## config.mk

```make
export PLATFORM = sky130hd
export DESIGN_NAME = rdc_port_ctrl
export DESIGN_NICKNAME = d
export VERILOG_FILES = /design/src/core/rdc_pkg.sv /design/src/core/rdc_fifo.sv /design/src/core/rdc_port_ctrl.sv
export VERILOG_INCLUDE_DIRS = /design/src /design/src/core
export SDC_FILE = /design/constraint.sdc
export NUM_CORES = 1
export LEC_CHECK = 0
export BUFFER_PORTS_ARGS = -buffer_cell sky130_fd_sc_hd__buf_4
export CORE_ASPECT_RATIO = 1.4
export CORE_MARGIN = 1.5
export CORE_UTILIZATION = 35
export CTS_CLUSTER_DIAMETER = 120
export DETAILED_ROUTE_END_ITERATION = 10
export GPL_TIMING_DRIVEN = 0
export HOLD_SLACK_MARGIN = 0.12
export PLACE_DENSITY = 0.53
export SYNTH_ARGS = -nofsm -noshare
export SYNTH_HDL_FRONTEND = slang
export SYNTH_SLANG_ARGS = --single-unit
```

## constraint.sdc

```tcl
create_clock -name ref_clk_i -period 4.4 [get_ports ref_clk_i]
set_input_delay 0.88 -clock ref_clk_i [delete_from_list [all_inputs] [get_ports ref_clk_i]]
set_output_delay 0.88 -clock ref_clk_i [all_outputs]
set_load 0.02 [all_outputs]
```

## src/core/rdc_consts.svh

```systemverilog
// Purpose: constants for the rs485 driver-enable control block
// Assumes: included by bare name, guard prevents double use
// Notes: flag positions follow the configuration word layout
`ifndef RDC_CONSTS_SVH
`define RDC_CONSTS_SVH
// ----------------------------------------------------------------
// configuration word
// ----------------------------------------------------------------
`define RDC_FLAG_EN 0
`define RDC_FLAG_ON_SEND 1
`define RDC_FLAG_AFTER 2
`define RDC_FLAG_RXTX 4
`define RDC_FLAGS_RST 8'h00
`define RDC_FLAGS_AUTO 8'h03
`define RDC_DELAY_RST 16'h0000
// ----------------------------------------------------------------
// timing
// ----------------------------------------------------------------
`define RDC_CLK_NS 10
`define RDC_MS_NS 1000000
`define RDC_MS_CYCLES (`RDC_MS_NS / `RDC_CLK_NS)
`define RDC_BAUD_DIV 868
`endif

```

## src/core/rdc_pkg.sv

```systemverilog
// Purpose: types and shared helpers for the driver-enable block
// Assumes: rdc_consts.svh available on the include path
// Notes: none
package rdc_pkg;
`include "rdc_consts.svh"
  // ----------------------------------------------------------------
  // types
  // ----------------------------------------------------------------
  typedef enum logic [1:0] {ST_IDLE, ST_PRE, ST_SEND, ST_POST} rdc_state_t;

  // ----------------------------------------------------------------
  // helpers
  // ----------------------------------------------------------------
  function automatic logic rdc_de_level(input logic [7:0] flags,
                                        input logic active);
    return (active && flags[`RDC_FLAG_EN]) ? flags[`RDC_FLAG_ON_SEND]
                                           : flags[`RDC_FLAG_AFTER];
  endfunction

  function automatic logic rdc_delay_done(input logic tick,
                                          input logic [15:0] cnt,
                                          input logic [15:0] lim);
    return tick && (cnt == lim - 16'h0001);
  endfunction
endpackage

```

## src/core/rdc_fifo.sv

```systemverilog
// Purpose: small synchronous fifo with valid/ready on both sides
// Assumes: DEPTH is a power of two
// Notes: in_ready_o is registered, so a full fifo stalls the source
`timescale 1ns/1ps
module rdc_fifo #(
  parameter int WIDTH = 8,
  parameter int DEPTH = 16
) (
  input wire logic ref_clk_i,
  input wire logic reset_n_i,
  input wire logic [WIDTH-1:0] in_data_i,
  input wire logic in_valid_i,
  output logic in_ready_o,
  output logic [WIDTH-1:0] out_data_o,
  output logic out_valid_o,
  input wire logic out_ready_i
);
  localparam int AW = $clog2(DEPTH);
  logic [WIDTH-1:0] mem_q [DEPTH];
  logic [AW-1:0] wr_q;
  logic [AW-1:0] rd_q;
  logic [AW:0] cnt_q;
  logic [AW:0] cnt_d;
  logic push;
  logic pop;

  assign push = in_valid_i && in_ready_o;
  assign pop = out_valid_o && out_ready_i;
  assign out_valid_o = (cnt_q != '0);
  assign out_data_o = mem_q[rd_q];
  assign cnt_d = cnt_q + {{AW{1'b0}}, push} - {{AW{1'b0}}, pop};

  always_ff @(posedge ref_clk_i) begin
    if (push) begin
      mem_q[wr_q] <= in_data_i;
    end
  end

  always_ff @(posedge ref_clk_i or negedge reset_n_i) begin
    if (!reset_n_i) begin
      wr_q <= '0;
      rd_q <= '0;
      cnt_q <= '0;
      in_ready_o <= 1'b0;
    end else begin
      if (push) begin
        wr_q <= wr_q + 1'b1;
      end
      if (pop) begin
        rd_q <= rd_q + 1'b1;
      end
      cnt_q <= cnt_d;
      in_ready_o <= (cnt_d != (AW+1)'(DEPTH));
    end
  end
endmodule // rdc_fifo

```

## src/core/rdc_port_ctrl.sv

```systemverilog
// Purpose: two uart ports with rs485 driver-enable and duplex control
// Assumes: inputs synchronous to ref_clk_i, 8N1 framing
// Notes: cfg_load_i applies flags and both delays in one cycle
`timescale 1ns/1ps
`include "rdc_consts.svh"
module rdc_port_ctrl
  import rdc_pkg::*;
#(
  parameter int NPORT = 2,
  parameter int MS_CYCLES = `RDC_MS_CYCLES,
  parameter int BAUD_DIV = `RDC_BAUD_DIV,
  parameter int DEPTH = 16
) (
  input wire logic ref_clk_i,
  input wire logic reset_n_i,
  input wire logic [NPORT-1:0] line_mode_strap_switch_i,
  input wire logic [NPORT-1:0] cfg_load_i,
  input wire logic [NPORT-1:0][7:0] cfg_flags_i,
  input wire logic [NPORT-1:0][15:0] cfg_pre_ms_i,
  input wire logic [NPORT-1:0][15:0] cfg_post_ms_i,
  input wire logic [NPORT-1:0][7:0] tx_data_i,
  input wire logic [NPORT-1:0] tx_valid_i,
  output logic [NPORT-1:0] tx_ready_o,
  output logic [NPORT-1:0][7:0] rx_data_o,
  output logic [NPORT-1:0] rx_valid_o,
  output logic [NPORT-1:0] txd_o,
  input wire logic [NPORT-1:0] rxd_i,
  output logic [NPORT-1:0] de_o,
  output logic [NPORT-1:0] rs485_on_o
);
  localparam int SW = $clog2(MS_CYCLES);

  for (genvar g = 0; g < NPORT; g++) begin : g_port
    logic [7:0] flags_q, fifo_data, rx_sh_q;
    logic [15:0] pre_q, post_q, ms_q, baud_q, rx_baud_q;
    logic strap_seen_q, tick, fifo_v, start, shifting_q;
    logic txd_q, de_q, rx_en, rx_busy_q, rx_valid_q;
    rdc_state_t st_q, st_d;
    logic [SW-1:0] sub_q;
    logic [8:0] shift_q;
    logic [3:0] bitn_q, rx_bit_q;
    logic [31:0] phase_len_q;

    // ----------------------------------------------------------------
    // configuration and power-up strap
    // ----------------------------------------------------------------
    // strap caught one edge after release, never under reset
    always_ff @(posedge ref_clk_i or negedge reset_n_i) begin
      if (!reset_n_i) begin
        flags_q <= `RDC_FLAGS_RST;
        pre_q <= `RDC_DELAY_RST;
        post_q <= `RDC_DELAY_RST;
        strap_seen_q <= 1'b0;
      end else begin
        strap_seen_q <= 1'b1;
        if (cfg_load_i[g]) begin
          flags_q <= cfg_flags_i[g];
          pre_q <= cfg_pre_ms_i[g];
          post_q <= cfg_post_ms_i[g];
        end else if (!strap_seen_q && !line_mode_strap_switch_i[g]) begin
          flags_q <= `RDC_FLAGS_AUTO;
          pre_q <= `RDC_DELAY_RST;
          post_q <= `RDC_DELAY_RST;
        end
      end
    end

    rdc_fifo #(.WIDTH(8), .DEPTH(DEPTH)) u_fifo (
      .ref_clk_i(ref_clk_i),
      .reset_n_i(reset_n_i),
      .in_data_i(tx_data_i[g]),
      .in_valid_i(tx_valid_i[g]),
      .in_ready_o(tx_ready_o[g]),
      .out_data_o(fifo_data),
      .out_valid_o(fifo_v),
      .out_ready_i(start)
    );

    // ----------------------------------------------------------------
    // send sequencing
    // ----------------------------------------------------------------
    assign tick = (sub_q == SW'(MS_CYCLES - 1));
    assign start = (st_q == ST_SEND) && !shifting_q && fifo_v;

    always_comb begin
      st_d = st_q;
      unique case (st_q)
        ST_IDLE: begin
          if (fifo_v) begin
            st_d = (flags_q[`RDC_FLAG_EN] && pre_q != 16'h0000) ?
                   ST_PRE : ST_SEND;
          end
        end
        ST_PRE: begin
          if (rdc_delay_done(tick, ms_q, pre_q)) begin
            st_d = ST_SEND;
          end
        end
        ST_SEND: begin
          if (!shifting_q && !fifo_v) begin
            st_d = (flags_q[`RDC_FLAG_EN] && post_q != 16'h0000) ?
                   ST_POST : ST_IDLE;
          end
        end
        ST_POST: begin
          // fresh data during the hold reuses the asserted enable
          if (fifo_v) begin
            st_d = ST_SEND;
          end else if (rdc_delay_done(tick, ms_q, post_q)) begin
            st_d = ST_IDLE;
          end
        end
      endcase
    end

    always_ff @(posedge ref_clk_i or negedge reset_n_i) begin
      if (!reset_n_i) begin
        st_q <= ST_IDLE;
      end else begin
        st_q <= st_d;
      end
    end

    // ms base restarts on each phase so no delay is cut short
    always_ff @(posedge ref_clk_i or negedge reset_n_i) begin
      if (!reset_n_i) begin
        sub_q <= '0;
        ms_q <= 16'h0000;
      end else if (st_d != st_q) begin
        sub_q <= '0;
        ms_q <= 16'h0000;
      end else if (st_q == ST_PRE || st_q == ST_POST) begin
        sub_q <= tick ? '0 : sub_q + 1'b1;
        if (tick) begin
          ms_q <= ms_q + 16'h0001;
        end
      end
    end

    always_ff @(posedge ref_clk_i or negedge reset_n_i) begin
      if (!reset_n_i) begin
        de_q <= 1'b0;
      end else begin
        de_q <= rdc_de_level(flags_q, st_d != ST_IDLE);
      end
    end

    // ----------------------------------------------------------------
    // transmit shifter
    // ----------------------------------------------------------------
    always_ff @(posedge ref_clk_i or negedge reset_n_i) begin
      if (!reset_n_i) begin
        shifting_q <= 1'b0;
        shift_q <= 9'h1ff;
        bitn_q <= 4'h0;
        baud_q <= 16'h0000;
        txd_q <= 1'b1;
      end else if (start) begin
        shifting_q <= 1'b1;
        shift_q <= {1'b1, fifo_data};
        bitn_q <= 4'h0;
        baud_q <= 16'h0000;
        txd_q <= 1'b0;
      end else if (shifting_q) begin
        if (baud_q == 16'(BAUD_DIV - 1)) begin
          baud_q <= 16'h0000;
          if (bitn_q == 4'h9) begin
            shifting_q <= 1'b0;
          end else begin
            txd_q <= shift_q[0];
            shift_q <= {1'b1, shift_q[8:1]};
            bitn_q <= bitn_q + 4'h1;
          end
        end else begin
          baud_q <= baud_q + 16'h0001;
        end
      end
    end

    // ----------------------------------------------------------------
    // receiver
    // ----------------------------------------------------------------
    assign rx_en = !(flags_q[`RDC_FLAG_EN] && !flags_q[`RDC_FLAG_RXTX] &&
                     st_q != ST_IDLE);

    always_ff @(posedge ref_clk_i or negedge reset_n_i) begin
      if (!reset_n_i) begin
        rx_busy_q <= 1'b0;
        rx_baud_q <= 16'h0000;
        rx_bit_q <= 4'h0;
        rx_sh_q <= 8'h00;
        rx_valid_q <= 1'b0;
      end else begin
        rx_valid_q <= 1'b0;
        if (!rx_en) begin
          rx_busy_q <= 1'b0;
        end else if (!rx_busy_q) begin
          if (!rxd_i[g]) begin
            rx_busy_q <= 1'b1;
            rx_baud_q <= 16'(BAUD_DIV / 2);
            rx_bit_q <= 4'h0;
          end
        end else if (rx_baud_q == 16'(BAUD_DIV - 1)) begin
          rx_baud_q <= 16'h0000;
          rx_bit_q <= rx_bit_q + 4'h1;
          if (rx_bit_q == 4'h0 && rxd_i[g]) begin
            rx_busy_q <= 1'b0;
          end else if (rx_bit_q == 4'h9) begin
            rx_busy_q <= 1'b0;
            rx_valid_q <= rxd_i[g];
          end else if (rx_bit_q != 4'h0) begin
            rx_sh_q <= {rxd_i[g], rx_sh_q[7:1]};
          end
        end else begin
          rx_baud_q <= rx_baud_q + 16'h0001;
        end
      end
    end

    assign txd_o[g] = txd_q;
    assign de_o[g] = de_q;
    assign rx_data_o[g] = rx_sh_q;
    assign rx_valid_o[g] = rx_valid_q;
    assign rs485_on_o[g] = flags_q[`RDC_FLAG_EN];

    // ----------------------------------------------------------------
    // checks
    // ----------------------------------------------------------------
    always_ff @(posedge ref_clk_i or negedge reset_n_i) begin
      if (!reset_n_i) begin
        phase_len_q <= 32'h0;
      end else begin
        phase_len_q <= (st_d != st_q) ? 32'h0 : phase_len_q + 32'h1;
      end
    end

    a_off_de_idle: assert property (@(posedge ref_clk_i)
      disable iff (!reset_n_i)
      (!flags_q[`RDC_FLAG_EN] && $stable(flags_q)) |->
      de_q == flags_q[`RDC_FLAG_AFTER])
      else $error("driver enable moved while rs485 off");
    a_send_de_level: assert property (@(posedge ref_clk_i)
      disable iff (!reset_n_i)
      (st_q == ST_SEND && flags_q[`RDC_FLAG_EN] && $stable(flags_q)) |->
      de_q == flags_q[`RDC_FLAG_ON_SEND])
      else $error("wrong driver enable level while sending");
    a_idle_de_level: assert property (@(posedge ref_clk_i)
      disable iff (!reset_n_i)
      (st_q == ST_IDLE && $past(st_q) == ST_IDLE && $stable(flags_q)) |->
      de_q == flags_q[`RDC_FLAG_AFTER])
      else $error("wrong driver enable level when idle");
    a_half_rx_block: assert property (@(posedge ref_clk_i)
      disable iff (!reset_n_i)
      (flags_q[`RDC_FLAG_EN] && !flags_q[`RDC_FLAG_RXTX] &&
       st_q != ST_IDLE) |=> !rx_valid_q)
      else $error("byte received during half duplex send");
    a_pre_delay_len: assert property (@(posedge ref_clk_i)
      disable iff (!reset_n_i)
      (st_q == ST_PRE && st_d == ST_SEND) |->
      phase_len_q + 32'h1 == 32'(pre_q) * 32'(MS_CYCLES))
      else $error("pre-send delay length wrong");
    a_post_delay_len: assert property (@(posedge ref_clk_i)
      disable iff (!reset_n_i)
      (st_q == ST_POST && st_d == ST_IDLE) |->
      phase_len_q + 32'h1 == 32'(post_q) * 32'(MS_CYCLES))
      else $error("post-send hold length wrong");
    a_auto_defaults: assert property (@(posedge ref_clk_i)
      disable iff (!reset_n_i)
      ($rose(strap_seen_q) && !$past(cfg_load_i[g]) &&
       !$past(line_mode_strap_switch_i[g])) |->
      flags_q == `RDC_FLAGS_AUTO && pre_q == 16'h0 && post_q == 16'h0)
      else $error("auto activation defaults wrong");
    a_strap_on_off: assert property (@(posedge ref_clk_i)
      disable iff (!reset_n_i)
      ($rose(strap_seen_q) && !$past(cfg_load_i[g]) &&
       $past(line_mode_strap_switch_i[g])) |-> flags_q == `RDC_FLAGS_RST)
      else $error("rs485 activated with switch on");
    a_reset_de_idle: assert property (@(posedge ref_clk_i)
      disable iff (!reset_n_i)
      !strap_seen_q |-> (de_q == 1'b0 && txd_q))
      else $error("outputs not idle after reset");
  end
endmodule // rdc_port_ctrl

```

# --- Yosys cells after proc, flatten, opt, wreduce, memory -nomap -nowiden ---
# Memory sizes are Yosys's and may differ from the RTL's.
# Cells that the tools add are included.
totals:
  inputBits: 106
  ram_bits: 256
  elab_cells: 296
  out_inout_bits: 26
  regBits: 297
  mem_count: 2
mem_list:
  columns: ["memory", "words", "word_bits", "read_ports", "rd_clocked_by_memory_dff", "write_ports", "line", "source"]
  rows:
  - ["g_port[0].u_fifo.mem_q", 16, 8, 1, 0, 1, "rdc_fifo.sv:19", "logic [WIDTH-1:0] mem_q [DEPTH];"]
  - ["g_port[1].u_fifo.mem_q", 16, 8, 1, 0, 1, "rdc_fifo.sv:19", null]
op_classes:
  n_mux: 116
  n_addsub: 24
  eq_ne: 30
  n_bitwise: 6
  n_reduce_logical: 75
op_table:
  columns: ["operator", "n"]
  rows:
  - ["two-way mux 16 bit", 24]
  - ["two-way mux 17 bit", 6]
  - ["adder 16 x 1 -> 16 bit, second input constant", 6]
  - ["two-way mux 9 bit", 8]
  - ["== test 16 x 10 -> 1 bit, second input constant", 4]
  - ["== test 16 bit", 4]
  - ["nonzero test 16 bit", 4]
  - ["subtractor 16 x 1 -> 16 bit, second input constant", 4]
  - ["two-way mux 4 bit", 14]
  - ["two-way mux 1 bit", 44]
  - ["adder 17 x 1 -> 17 bit, second input constant", 2]
  - ["== test 17 bit, second input constant", 2]
  - ["adder 4 x 1 -> 4 bit, second input constant", 8]
  - ["logical AND 1 bit", 28]
  - ["two-way mux 2 bit", 14]
  - ["nonzero test 2 bit", 14]
  - ["two-way mux 5 bit", 4]
  - ["== test 4 bit, second input constant", 4]
  - ["one-hot mux 2 bit (4 select lines)", 2]
  - ["!= test 2 x 1 -> 1 bit, second input constant", 6]
  - ["AND reduction 3 bit", 4]
  - ["AND reduction 6 bit", 2]
  - ["adder 5 x 1 -> 5 bit", 2]
  - ["!= test 5 bit, second input constant", 2]
  - ["other kinds (12)", 39]

# --- Depth between registers and ports, before layout ---
# Gate-level depths: netlist (run 1).
logic_depth:
  depth_word: 9
  mapped_depth: 17
  depth_no_buf: 16

# --- Hierarchy ---
# From an unflattened synthesis (run 1), not the netlist that was laid out.
unflattened:
  hier_cells: 2156
  area_unflattened_um2: 26228.9
by_module_without_submodules:
  columns: ["mod", "n_inst", "area_per_inst_um2", "cells_per_inst", "seq_area_each_um2"]
  rows:
  - ["rdc_port_ctrl", 1, 14894.3, 1600, 6653.9]
  - ["rdc_fifo at g_port[1].u_fifo", 1, 5667.9, 278, 4194.0]
  - ["rdc_fifo at g_port[0].u_fifo", 1, 5666.7, 278, 4194.0]

# --- Worst setup path after synthesis (run 1) ---
# No wires, ideal clock.
synth_timing:
  path_kind: "reg-to-reg"
  start: "register g_port[1].post_q[0]"
  end: "register g_port[1].de_q"
  setup_time_ns: 0.125
  slack_ns: 1.048
  path_buffers: 1
  synth_period_minus_slack_ns: 3.352
  t_required_ns: 4.275
  path_stages_with_launch: 13
  t_arrival_ns: 3.227
  cell_sequence: "dfrtp_1 -> inv_1 -> ha_1 -> or4b_1 -> buf_2 -> nor3_1 -> and4b_1 -> o221ai_1 -> or4b_1 -> a32oi_1 -> o21ai_1 -> o21ai_0 -> mux2_2"
synth_between:
  elab_chain_cells: 9
  word_cells_on_any_way: 13
  classes_between: "add/sub (1); eq/ne (1); mux (6); reduce/logical (5)"
synth_lines:
  columns: ["item", "line", "source"]
  rows:
  - ["from (decl)", "rdc_port_ctrl.sv:35", "logic [15:0] pre_q, post_q, ms_q, baud_q, rx_baud_q;"]
  - ["from (signal assigned)", "rdc_port_ctrl.sv:52", "post_q <= `RDC_DELAY_RST;"]
  - ["from (signal assigned)", "rdc_port_ctrl.sv:59", "post_q <= cfg_post_ms_i[g];"]
  - ["from (signal assigned)", "rdc_port_ctrl.sv:63", "post_q <= `RDC_DELAY_RST;"]
  - ["subtractor 16 x 1 -> 16 bit", "rdc_pkg.sv:23", "return tick && (cnt == lim - 16'h0001);"]
  - ["== test 16 bit", "rdc_pkg.sv:23", null]
  - ["logical AND 1 bit", "rdc_pkg.sv:23", null]
  - ["two-way mux 2 bit", "rdc_port_ctrl.sv:109", "end else if (rdc_delay_done(tick, ms_q, post_q)) begin"]
  - ["two-way mux 2 bit", "rdc_port_ctrl.sv:107", "if (fifo_v) begin"]
  - ["one-hot mux 2 bit (4 select lines) (*)", "rdc_port_ctrl.sv:87", "unique case (st_q)"]
  - ["via g_port[1].st_d[0]", "rdc_port_ctrl.sv:38", "rdc_state_t st_q, st_d;"]
  - ["nonzero test 2 bit (*)", "rdc_port_ctrl.sv:144", "de_q <= rdc_de_level(flags_q, st_d != ST_IDLE);"]
  - ["logical AND 1 bit (*)", "rdc_pkg.sv:16", "return (active && flags[`RDC_FLAG_EN]) ? flags[`RDC_FLAG_ON_SEND]"]
  - ["two-way mux 1 bit (*)", "rdc_pkg.sv:16", null]
  - ["to (signal assigned)", "rdc_port_ctrl.sv:144", null]
  - ["to (decl)", "rdc_port_ctrl.sv:37", "logic txd_q, de_q, rx_en, rx_busy_q, rx_valid_q;"]
# The timed path passes the listed nets; every way through them passes the cells marked *.
# A chain may end at the register's enable or synchronous reset.

# --- Final worst setup path (run 1) ---
layout_timing:
  start: "register g_port[1].u_fifo.cnt_q[2]"
  end: "register g_port[1].u_fifo.in_ready_o"
layout_between:
  elab_chain_cells: 5
  word_cells_on_any_way: 6
  classes_between: "add/sub (2); eq/ne (1); reduce/logical (3)"
layout_lines:
  columns: ["item", "line", "source"]
  rows:
  - ["from (decl)", "rdc_fifo.sv:22", "logic [AW:0] cnt_q;"]
  - ["from (signal assigned)", "rdc_fifo.sv:52", "cnt_q <= cnt_d;"]
  - ["nonzero test 5 bit (*)", "rdc_fifo.sv:29", "assign out_valid_o = (cnt_q != '0);"]
  - ["logical AND 1 bit", "rdc_port_ctrl.sv:83", "assign start = (st_q == ST_SEND) && !shifting_q && fifo_v;"]
  - ["logical AND 1 bit (*)", "rdc_fifo.sv:28", "assign pop = out_valid_o && out_ready_i;"]
  - ["via g_port[1].u_fifo.pop", "rdc_fifo.sv:25", "logic pop;"]
  - ["subtractor 5 x 1 -> 5 bit (*)", "rdc_fifo.sv:31", "assign cnt_d = cnt_q + {{AW{1'b0}}, push} - {{AW{1'b0}}, pop};"]
  - ["via g_port[1].u_fifo.cnt_d[4]", "rdc_fifo.sv:23", "logic [AW:0] cnt_d;"]
  - ["!= test 5 bit (*)", "rdc_fifo.sv:53", "in_ready_o <= (cnt_d != (AW+1)'(DEPTH));"]
  - ["to (signal assigned)", "rdc_fifo.sv:53", null]
  - ["to (decl)", "rdc_fifo.sv:13", "output logic in_ready_o,"]
# Marked as above.

==> results of run 1 <==
[kinds of logic (layout without fill, tap and decap cells)]
kind of cell | count (synthesis) | after routing | synth area share
DFF | 549 | 549 | 0.569
muxes | 123 | 123 | 0.0855
AOI/OAI and AO/OA | 375 | 375 | 0.0975
buffers and inverters | 197 | 423 | 0.0301
and+or+nand+nor | 691 | 691 | 0.139
adders and majority gates | 48 | 48 | 0.0233
xor gates and xnor gates | 168 | 168 | 0.0557
other | 1 | 1 | 0.000142
[cell usage after synthesis, types with 7 or more instances]
library cell	number
dfstp_2	18
clkbuf_1	83
nor3_1	47
o31ai_1	20
mux4_2	80
nand2b_1	10
xnor2_1	92
inv_1	81
nand4_1	40
o21a_1	8
mux2i_1	21
mux2_2	22
and3_1	38
a211oi_1	12
ha_1	46
or2_2	9
nor4b_1	9
or4_1	23
a21o_1	8
nand3_1	76
buf_4	11
o21ai_0	81
dfrtp_1	275
buf_1	12
nor2b_1	20
a21oi_1	98
nor2_1	182
xor2_1	76
edfxtp_1	256
or3_1	30
nor3b_1	10
nor4_1	25
a22o_1	69
buf_2	7
and4_1	10
nand2_1	96
and2_1	35
[sequential cells by signal (all words and copies together), names as in the netlist, 4 cells and up]
signal,count
g_port.flags_q,8
g_port.ms_q,32
g_port.u_fifo.mem_q,256
g_port.u_fifo.cnt_q,10
g_port.post_q,32
g_port.sub_q,34
g_port.baud_q,32
g_port.rx_sh_q,16
g_port.rx_baud_q,32
g_port.st_q,4
g_port.u_fifo.wr_q,8
g_port.shift_q,16
g_port.rx_bit_q,8
g_port.pre_q,32
g_port.u_fifo.rd_q,8
g_port.bitn_q,8
[power groups by stage]
stage | registers (mW) | clock network, mW | logic (mW)
final | 6.66 | 4.84 | 4.09
after global routing | 6.76 | 5.19 | 4.55
after CTS | 6.66 | 5.00 | 4.16
after detailed placement | 6.76 | 0 | 4.15
after global placement | 6.73 | 0 | 4.04
after floorplan | 6.58 | 0 | 3.01
[worst max-delay path, delay by kind of cell, from the launching register on]
| kind | cells | cell delay [ns] |
|---|---|---|
| AOI/OAI and AO/OA | 1 | 0.06 |
| xor gates and xnor gates | 1 | 0.17 |
| adders and majority gates | 4 | 1.09 |
| buffers and inverters | 6 | 1.05 |
| DFF | 1 | 0.35 |
| and+or+nand+nor | 5 | 1.22 |
[path summary, 6_finish.rpt]
kind | slack, ns | from | cells past startpoint | endpoint
min in group ref_clk_i | 0.48 | cfg_post_ms_i[16] | 2 | g_port[1].post_q[0]$_DFFE_PN0P_
max | 0.30 | g_port[1].u_fifo.cnt_q[2]$_DFF_PN0_ | 17 | g_port[1].u_fifo.in_ready_o$_DFF_PN0_
max reg2reg | 0.30 | g_port[1].u_fifo.cnt_q[2]$_DFF_PN0_ | 17 | g_port[1].u_fifo.in_ready_o$_DFF_PN0_
min | 0.29 | reset_n_i | 1 | g_port[1].ms_q[8]$_DFFE_PN0P_
max in group asynchronous | 2.61 | reset_n_i | 3 | g_port[0].post_q[10]$_DFFE_PN0P_
min reg2reg | 0.49 | g_port[1].txd_q$_DFFE_PN1P_ | 2 | g_port[1].txd_q$_DFFE_PN1P_
[cell type report]
class                   count  area share
clock inverters            33      0.0119
repair buffers            123      0.0318
flip-flops and latches    549       0.493
plain buffers             114      0.0159
clock buffers              70      0.0490
well taps                 968      0.0397
inverters                  83      0.0102
multi-input cells        1406       0.348
[placed cells by master, fill, tap and decap left out, types with 12 or more instances in the layout]
cell type,count
nor2b_1,20
nand4_1,40
dfstp_2,18
xor2_1,76
nor2_1,182
edfxtp_1,256
a22o_1,69
dfrtp_1,275
nand3_1,76
o31ai_1,20
mux2_2,22
clkbuf_16,56
nand2_1,96
a21oi_1,98
mux4_2,80
nor4_1,25
buf_4,131
or3_1,30
ha_1,46
buf_1,12
xnor2_1,92
or4_1,23
o21ai_0,81
and2_1,35
a211oi_1,12
mux2i_1,21
and3_1,38
inv_1,81
clkinv_2,12
nor3_1,47
clkbuf_1,93
[routing by layer]
| layer | vias to the layer above | global-route usage |
|---|---|---|
| li1 | 8381 | - |
| met1 | 8904 | 0.195 |
| met2 | 343 | 0.304 |
| met3 | 88 | 0.0246 |
| met4 | 0 | 0.0452 |
| met5 | - | 0 |
[per-stage QoR]
| stage | setup slack, ns | hold slack [ns] | power, mW | area [µm²] |
|---|---|---|---|---|
| floorplan | 1.05 | 0.457 | 9.60 | 26400 |
| global placement | -0.295 | 0.472 | 10.8 | 28600 |
| detailed placement | 0.189 | 0.481 | 10.9 | 28600 |
| CTS | 0.134 | 0.290 | 15.8 | 30500 |
| global route | 0.0403 | 0.334 | 16.5 | 30500 |
| finish | 0.305 | 0.293 | 15.6 | 30500 |
==> out/qor.log, run 1 <==
INFO  placement      place_inst=3243
INFO  synth          yosysTopAreaCellShare=0.291
INFO  setup_path     critical_path.max_stage_delay=0.71ns
INFO  setup_path     timing.critical_path.arrival=4.58ns
INFO  min_path       hold_path.class=input pin to asynchronous set/reset pin
INFO  clock_tree     clock_latency=0.63ns
INFO  route          postRouteWirelength=63200µm
INFO  synth          synthesis.area=0.0264mm²
INFO  clock_tree     hold_buffers=0
INFO  clock_tree     clk_pin_slew=0.06ns
INFO  synth          synth.yosys.seq_area_share=0.569
INFO  setup_path     worst_path_most_repeated_cell=inv_1
INFO  synth          synth_fp_nets=2306
INFO  floorplan      floorplan.die.width=235µm
INFO  clock_tree     cts_buffers=56
INFO  route          top_layer_used=met4
INFO  synth          yosys_most_used_dff=dfrtp_1
INFO  final_layout   layout.core_utilization=0.406
INFO  clock_tree     cts_sinks=549
INFO  global_routing grt_usage=0.163
INFO  global_routing grt_remaining_overflow=0
INFO  pwr            irDropWorstVdd=0.000333V
INFO  synth          synth.area.top_cells=edfxtp_1 29%, dfrtp_1 26%, mux4_2 6.8%
INFO  floorplan      ios=132
INFO  placement      placement.io_buffers=121
INFO  setup_path     critPathCaptureType=flop
INFO  sta            timing.final.crit_period=4.10ns
INFO  sta            achievable-frequency=244MHz
INFO  route          final_antenna_net_count=0
INFO  route          number_of_optimization_iterations_in_the_first_detailed_route_pass=5
INFO  placement      globalplace.congestion=0.862
INFO  global_routing antenna_found_initial=0
INFO  sta            grt_setup_unrepaired=false
INFO  sta            finalSetupViolations=0
INFO  sta            clock-skew-final=0.0248ns
INFO  synth          async_flop_share=0.534
INFO  pwr            p_sw_frac=0.316
INFO  clock_tree     clock-root-buffer=clkbuf_16
INFO  clock_tree     htree_num_levels=2
INFO  clock_tree     cts.path.max_buffers=3
INFO  floorplan      num_rows=119
INFO  placement      dp_hpwl=45900µm
INFO  global_routing grt_max_degree=120
INFO  pwr            p_comb_frac=0.262
INFO  synth          ys_warn_count=0
INFO  floorplan      dieArea=0.0772mm²
INFO  pwr            intPower=10.7mW
INFO  synth          netlist.top_cell.by_area=edfxtp_1
INFO  final_layout   total_area_of_multi_input_combinational_cells=0.0106mm²
INFO  setup_path     crit_type=flop to flop
INFO  pwr            leakagePower=11.5nW
INFO  synth          synth.distinct_cells=84
INFO  synth          ys_ff_latch=549
INFO  setup_path     worst-path-max-fanout=10
INFO  global_routing wire_length_of_the_first_global_routing_pass=101000µm
INFO  synth          syn_inst=2152
INFO  synth          post_synth.cell_area_avg=12.3µm²
INFO  sta            tightest_slew=1.10ns
INFO  final_layout   area.sequential=0.0150mm²
INFO  route          wl_met3=2340µm
INFO  sta            final.period_utilization=0.931
INFO  sta            relSlewSlack=0.257
INFO  sta            final-hold-violation-count=0
INFO  floorplan      die_y=328µm
INFO  pwr            clock_power_share=0.310
INFO  pwr            cellPowerDensity=511mW/mm²
INFO  clock_tree     cts_tree=yes
INFO  setup_path     setup.worst_path.start_class=flop
INFO  sta            timing.setup.tns=0ns
INFO  clock_tree     post_cts_buffers=0
INFO  setup_path     timing.critical_path.slowest_stage_cell=or4_1
INFO  floorplan      placeableCoreArea=0.0750mm²
INFO  pwr            seqPwrFrac=0.427
INFO  route          wl_met2=33500µm
INFO  synth          count_of_flip_flops_with_a_built_in_enable_after_synthesis=256
INFO  final_layout   final-instance-count-excl-fill=3346
INFO  outcome        status=completed
INFO  route          drt-met1-wl=25900µm
INFO  global_routing grt_pass1_vias=18.2k
INFO  sta            timing.final.max_slew_violations=0
INFO  clock_tree     postCtsResizedCells=0
INFO  final_layout   filler_cell_count=7099
INFO  setup_path     crit_chain=inv_1, ha_1, and3_1, or4_1, clkinv_1, buf_1, ha_1, inv_1, ha_1, inv_1, fa_1, inv_1, a21oi_1, nor2_1, nor2_1, xnor2_1, nand3b_1
INFO  final_layout   drive_above_1_share=0.159
INFO  route          violation_count_after_the_first_detailed_route_iteration=1032
INFO  route          dr_total_vias=17.7k
INFO  setup_path     worst_ep_required_time=4.89ns
INFO  route          vias_per_cell=5.29
INFO  final_layout   num-nets-final=2487
INFO  route          detail_route.drc_violations=0
INFO  final_layout   area.growth.synth_to_final=15.3%
INFO  final_layout   n_antenna_cell=0
INFO  route          routedWlPerCell=18.9µm
INFO  run            max-cap-violations=0
INFO  floorplan      floorplan.initialDensity=0.352
INFO  pwr            total_switching_power=4.93mW
(Power assumes the default switching activity.)
==> run 2: changes to the inputs <==
--- a/config.mk
+++ b/config.mk
@@ -7,6 +7,8 @@
 export NUM_CORES = 1
 export LEC_CHECK = 0
 export BUFFER_PORTS_ARGS = -buffer_cell sky130_fd_sc_hd__buf_4
+export CELL_PAD_IN_SITES_DETAIL_PLACEMENT = 2
+export CELL_PAD_IN_SITES_GLOBAL_PLACEMENT = 2
 export CORE_ASPECT_RATIO = 1.4
 export CORE_MARGIN = 1.5
 export CORE_UTILIZATION = 35
@@ -14,7 +16,7 @@
 export DETAILED_ROUTE_END_ITERATION = 10
 export GPL_TIMING_DRIVEN = 0
 export HOLD_SLACK_MARGIN = 0.12
-export PLACE_DENSITY = 0.53
+export PLACE_DENSITY = 0.7
 export SYNTH_ARGS = -nofsm -noshare
 export SYNTH_HDL_FRONTEND = slang
 export SYNTH_SLANG_ARGS = --single-unit
==> constraint.sdc (replaced) <==
create_clock -name ref_clk_i -period 4.9 [get_ports ref_clk_i]
set_input_delay 0.49 -clock ref_clk_i [delete_from_list [all_inputs] [get_ports ref_clk_i]]
set_output_delay 0.49 -clock ref_clk_i [all_outputs]
set_load 0.02 [all_outputs]
==> run 2 against run 1 <==
Effect of this change:
- worst hold slack lost 0.13 ns
- sequential power shrank 9.3%
- clock power is essentially flat
- first-iteration DRC count shrank 11%
- register-to-register slack gained 0.07 ns
- highest routed layer unchanged
- largest cell class unchanged
==> out/qor.log, run 2 (synthesis results as in run 1) <==
INFO  sta            final.hold.worst_slack=0.164ns
INFO  clock_tree     cts_buffers=58
INFO  pwr            cellPowerDensity=470mW/mm²
INFO  pwr            total_switching_power=4.78mW
INFO  run            max-cap-violations=0
INFO  sta            timing.final.crit_period=4.52ns
INFO  clock_tree     cts.path.max_buffers=3
INFO  clock_tree     htree_num_levels=2
INFO  placement      post_place_cell_area=0.0287mm²
INFO  clock_tree     clk_pin_slew=0.06ns
INFO  setup_path     crit_type=flop to flop
INFO  final_layout   total_area_of_multi_input_combinational_cells=0.0106mm²
INFO  min_path       hold_path.startpoint=cfg_flags_i[1]
INFO  final_layout   layout_top_registers=g_port.u_fifo.mem_q (256), g_port.sub_q (34)
INFO  clock_tree     cts_tree=yes
INFO  sta            final.period_utilization=0.923
INFO  floorplan      num_rows=119
INFO  route          vias_per_cell=5.46
INFO  final_layout   largest_reg_flops=256
INFO  clock_tree     cts_sinks=549
INFO  sta            relSlewSlack=0.179
INFO  setup_path     worst_ep_required_time=5.43ns
INFO  final_layout   layout.core_utilization=0.420
INFO  pwr            p_comb_frac=0.266
INFO  global_routing antenna_found_initial=0
INFO  setup_path     critical_path.reg2reg.startpoint=g_port[0].pre_q[2]$_DFFE_PN0P_
INFO  clock_tree     clock-root-buffer=clkbuf_16
INFO  global_routing grt_pass1_vias=21.5k
INFO  pwr            power=14.8mW
INFO  pwr            leakagePower=12.0nW
INFO  sta            grt_setup_unrepaired=false
INFO  placement      place_inst=3244
INFO  setup_path     critical_path.max_stage_delay=0.88ns
INFO  floorplan      floorplan.initialDensity=0.352
INFO  sta            tightest_slew=1.22ns
INFO  final_layout   final-instance-count-excl-fill=3427
INFO  sta            achievable-frequency=221MHz
INFO  final_layout   layout.cell_area.non_filler=0.0315mm²
INFO  setup_path     setup.worst_path.start_class=flop
INFO  setup_path     crit_chain=clkbuf_1, nor4_1, buf_2, nand4_1, o22ai_1, o22ai_1, nor4_1, o32ai_1, and2_1, buf_2, or3_1, a21oi_1
INFO  global_routing grt_usage=0.204
INFO  min_path       hold_path.class=input pin to flop
INFO  floorplan      floorplan.die.width=235µm
INFO  pwr            irDropWorstVdd=0.000263V
INFO  route          final_antenna_net_count=0
INFO  sta            timing.setup.tns=0ns
INFO  final_layout   leading_cell_type_in_the_layout_fill_and_taps_excluded=dfrtp_1
INFO  final_layout   drive_above_1_share=0.157
INFO  final_layout   num-nets-final=2563
INFO  global_routing grt_max_degree=102
INFO  placement      post_placement_setup_slack=0.409ns
INFO  route          routedWlPerCell=22.7µm
INFO  sta            fin_ws=0.377ns
INFO  min_path       whs_path_depth=3
INFO  final_layout   n_antenna_cell=0
INFO  floorplan      placeableCoreArea=0.0750mm²
INFO  final_layout   area.growth.synth_to_final=19.1%
INFO  floorplan      dieArea=0.0772mm²
INFO  sta            timing.final.max_slew_violations=0
INFO  pwr            intPower=10.0mW
INFO  route          number_of_optimization_iterations_in_the_first_detailed_route_pass=5
INFO  pwr            p_sw_frac=0.323
INFO  route          postRouteWirelength=77900µm
INFO  clock_tree     post_cts_buffers=0
INFO  final_layout   layout.cells.most_common_list=275 x dfrtp_1, 256 x edfxtp_1, 182 x nor2_1, 131 x buf_4, 98 x a21oi_1
INFO  setup_path     r2r_cells=12
INFO  min_path       worstHoldEndpoint=g_port[0].flags_q[1]$_DFFE_PN0P_
INFO  pwr            seqPwrFrac=0.408
INFO  clock_tree     clock_latency=0.64ns
INFO  placement      placement.io_buffers=121
INFO  pwr            clock_power_share=0.326
INFO  route          dr_total_vias=18.7k
INFO  sta            clock-skew-final=0.0273ns
INFO  outcome        status=completed
INFO  setup_path     setup.reg_to_reg.worst_slack=0.38ns
INFO  global_routing wire_length_of_the_first_global_routing_pass=125000µm
INFO  global_routing grt_remaining_overflow=0
INFO  setup_path     timing.critical_path.arrival=5.06ns
INFO  floorplan      ios=132
INFO  placement      dp_hpwl=55700µm
INFO  final_layout   register_with_the_most_flip_flops=g_port.u_fifo.mem_q
INFO  final_layout   filler_cell_count=7602
INFO  floorplan      die_y=328µm
INFO  sta            finalSetupViolations=0
INFO  final_layout   area.sequential=0.0150mm²
INFO  setup_path     worst-path-max-fanout=10
INFO  route          detail_route.drc_violations=0
INFO  placement      globalplace.congestion=0.807
INFO  sta            final-hold-violation-count=0
INFO  route          violation_count_after_the_first_detailed_route_iteration=919
INFO  setup_path     crit-reg2reg-capture=g_port[0].ms_q[7]$_DFFE_PN0P_
INFO  setup_path     critPathCaptureType=flop
INFO  setup_path     timing.critical_path.slowest_stage_cell=nor4_1
run 2: cell type report:
| cell class | count | share of cell area |
|---|---|---|
| clock buffers | 72 | 0.0507 |
| plain buffers | 114 | 0.0154 |
| inverters | 83 | 0.00990 |
| multi-input cells | 1406 | 0.337 |
| well taps | 968 | 0.0385 |
| flip-flops and latches | 549 | 0.478 |
| clock inverters | 38 | 0.0157 |
| repair buffers | 197 | 0.0549 |
run 2: worst max path at each step:
stage / startpoint / to / slack [ns] / cells past startpoint
floorplan: g_port[1].post_q[0]$_DFFE_PN0P_ / g_port[1].de_q$_DFF_PN0_ / 1.55 / 12
global placement: g_port[0].st_q[1]$_DFF_PN0_ / g_port[0].u_fifo.in_ready_o$_DFF_PN0_ / 0.36 / 15
detailed placement: g_port[1].post_q[0]$_DFFE_PN0P_ / g_port[1].de_q$_DFF_PN0_ / 0.41 / 12
CTS: g_port[1].post_q[0]$_DFFE_PN0P_ / g_port[1].de_q$_DFF_PN0_ / 0.39 / 12
global route: g_port[1].post_q[0]$_DFFE_PN0P_ / g_port[1].de_q$_DFF_PN0_ / 0.16 / 12
finish: g_port[0].pre_q[2]$_DFFE_PN0P_ / g_port[0].ms_q[7]$_DFFE_PN0P_ / 0.38 / 12
run 2: critical path, delay by kind of cell (launching register included):
| kind | cells | cell delay [ns] |
|---|---|---|
| AOI/OAI and AO/OA | 4 | 0.77 |
| buffers and inverters | 3 | 0.81 |
| DFF | 1 | 0.37 |
| and+or+nand+nor | 5 | 2.47 |
run 2: power by group through the flow:
stage                     Clock, mW  Sequential, mW  Combinational [mW]
after CTS                      4.98            6.04                4.03
after detailed placement          0            6.12                3.95
after floorplan                   0            5.91                2.70
after global routing           5.14            6.11                4.38
after global placement            0            6.05                3.70
final                          4.83            6.04                3.94
run 2: per-layer routing:
layer,track usage,wire length [µm],vias up
met3,0.0257,2090,111
li1,-,-,8519
met1,0.235,31400,9821
met4,0.0593,1780,0
met2,0.393,42600,268
met5,0,0,-
run 2: timing repair:
action	4_1_cts	5_1_grt
gates resized for setup	0	0
hold buffers	73	0
endpoints found under the hold margin	138	0
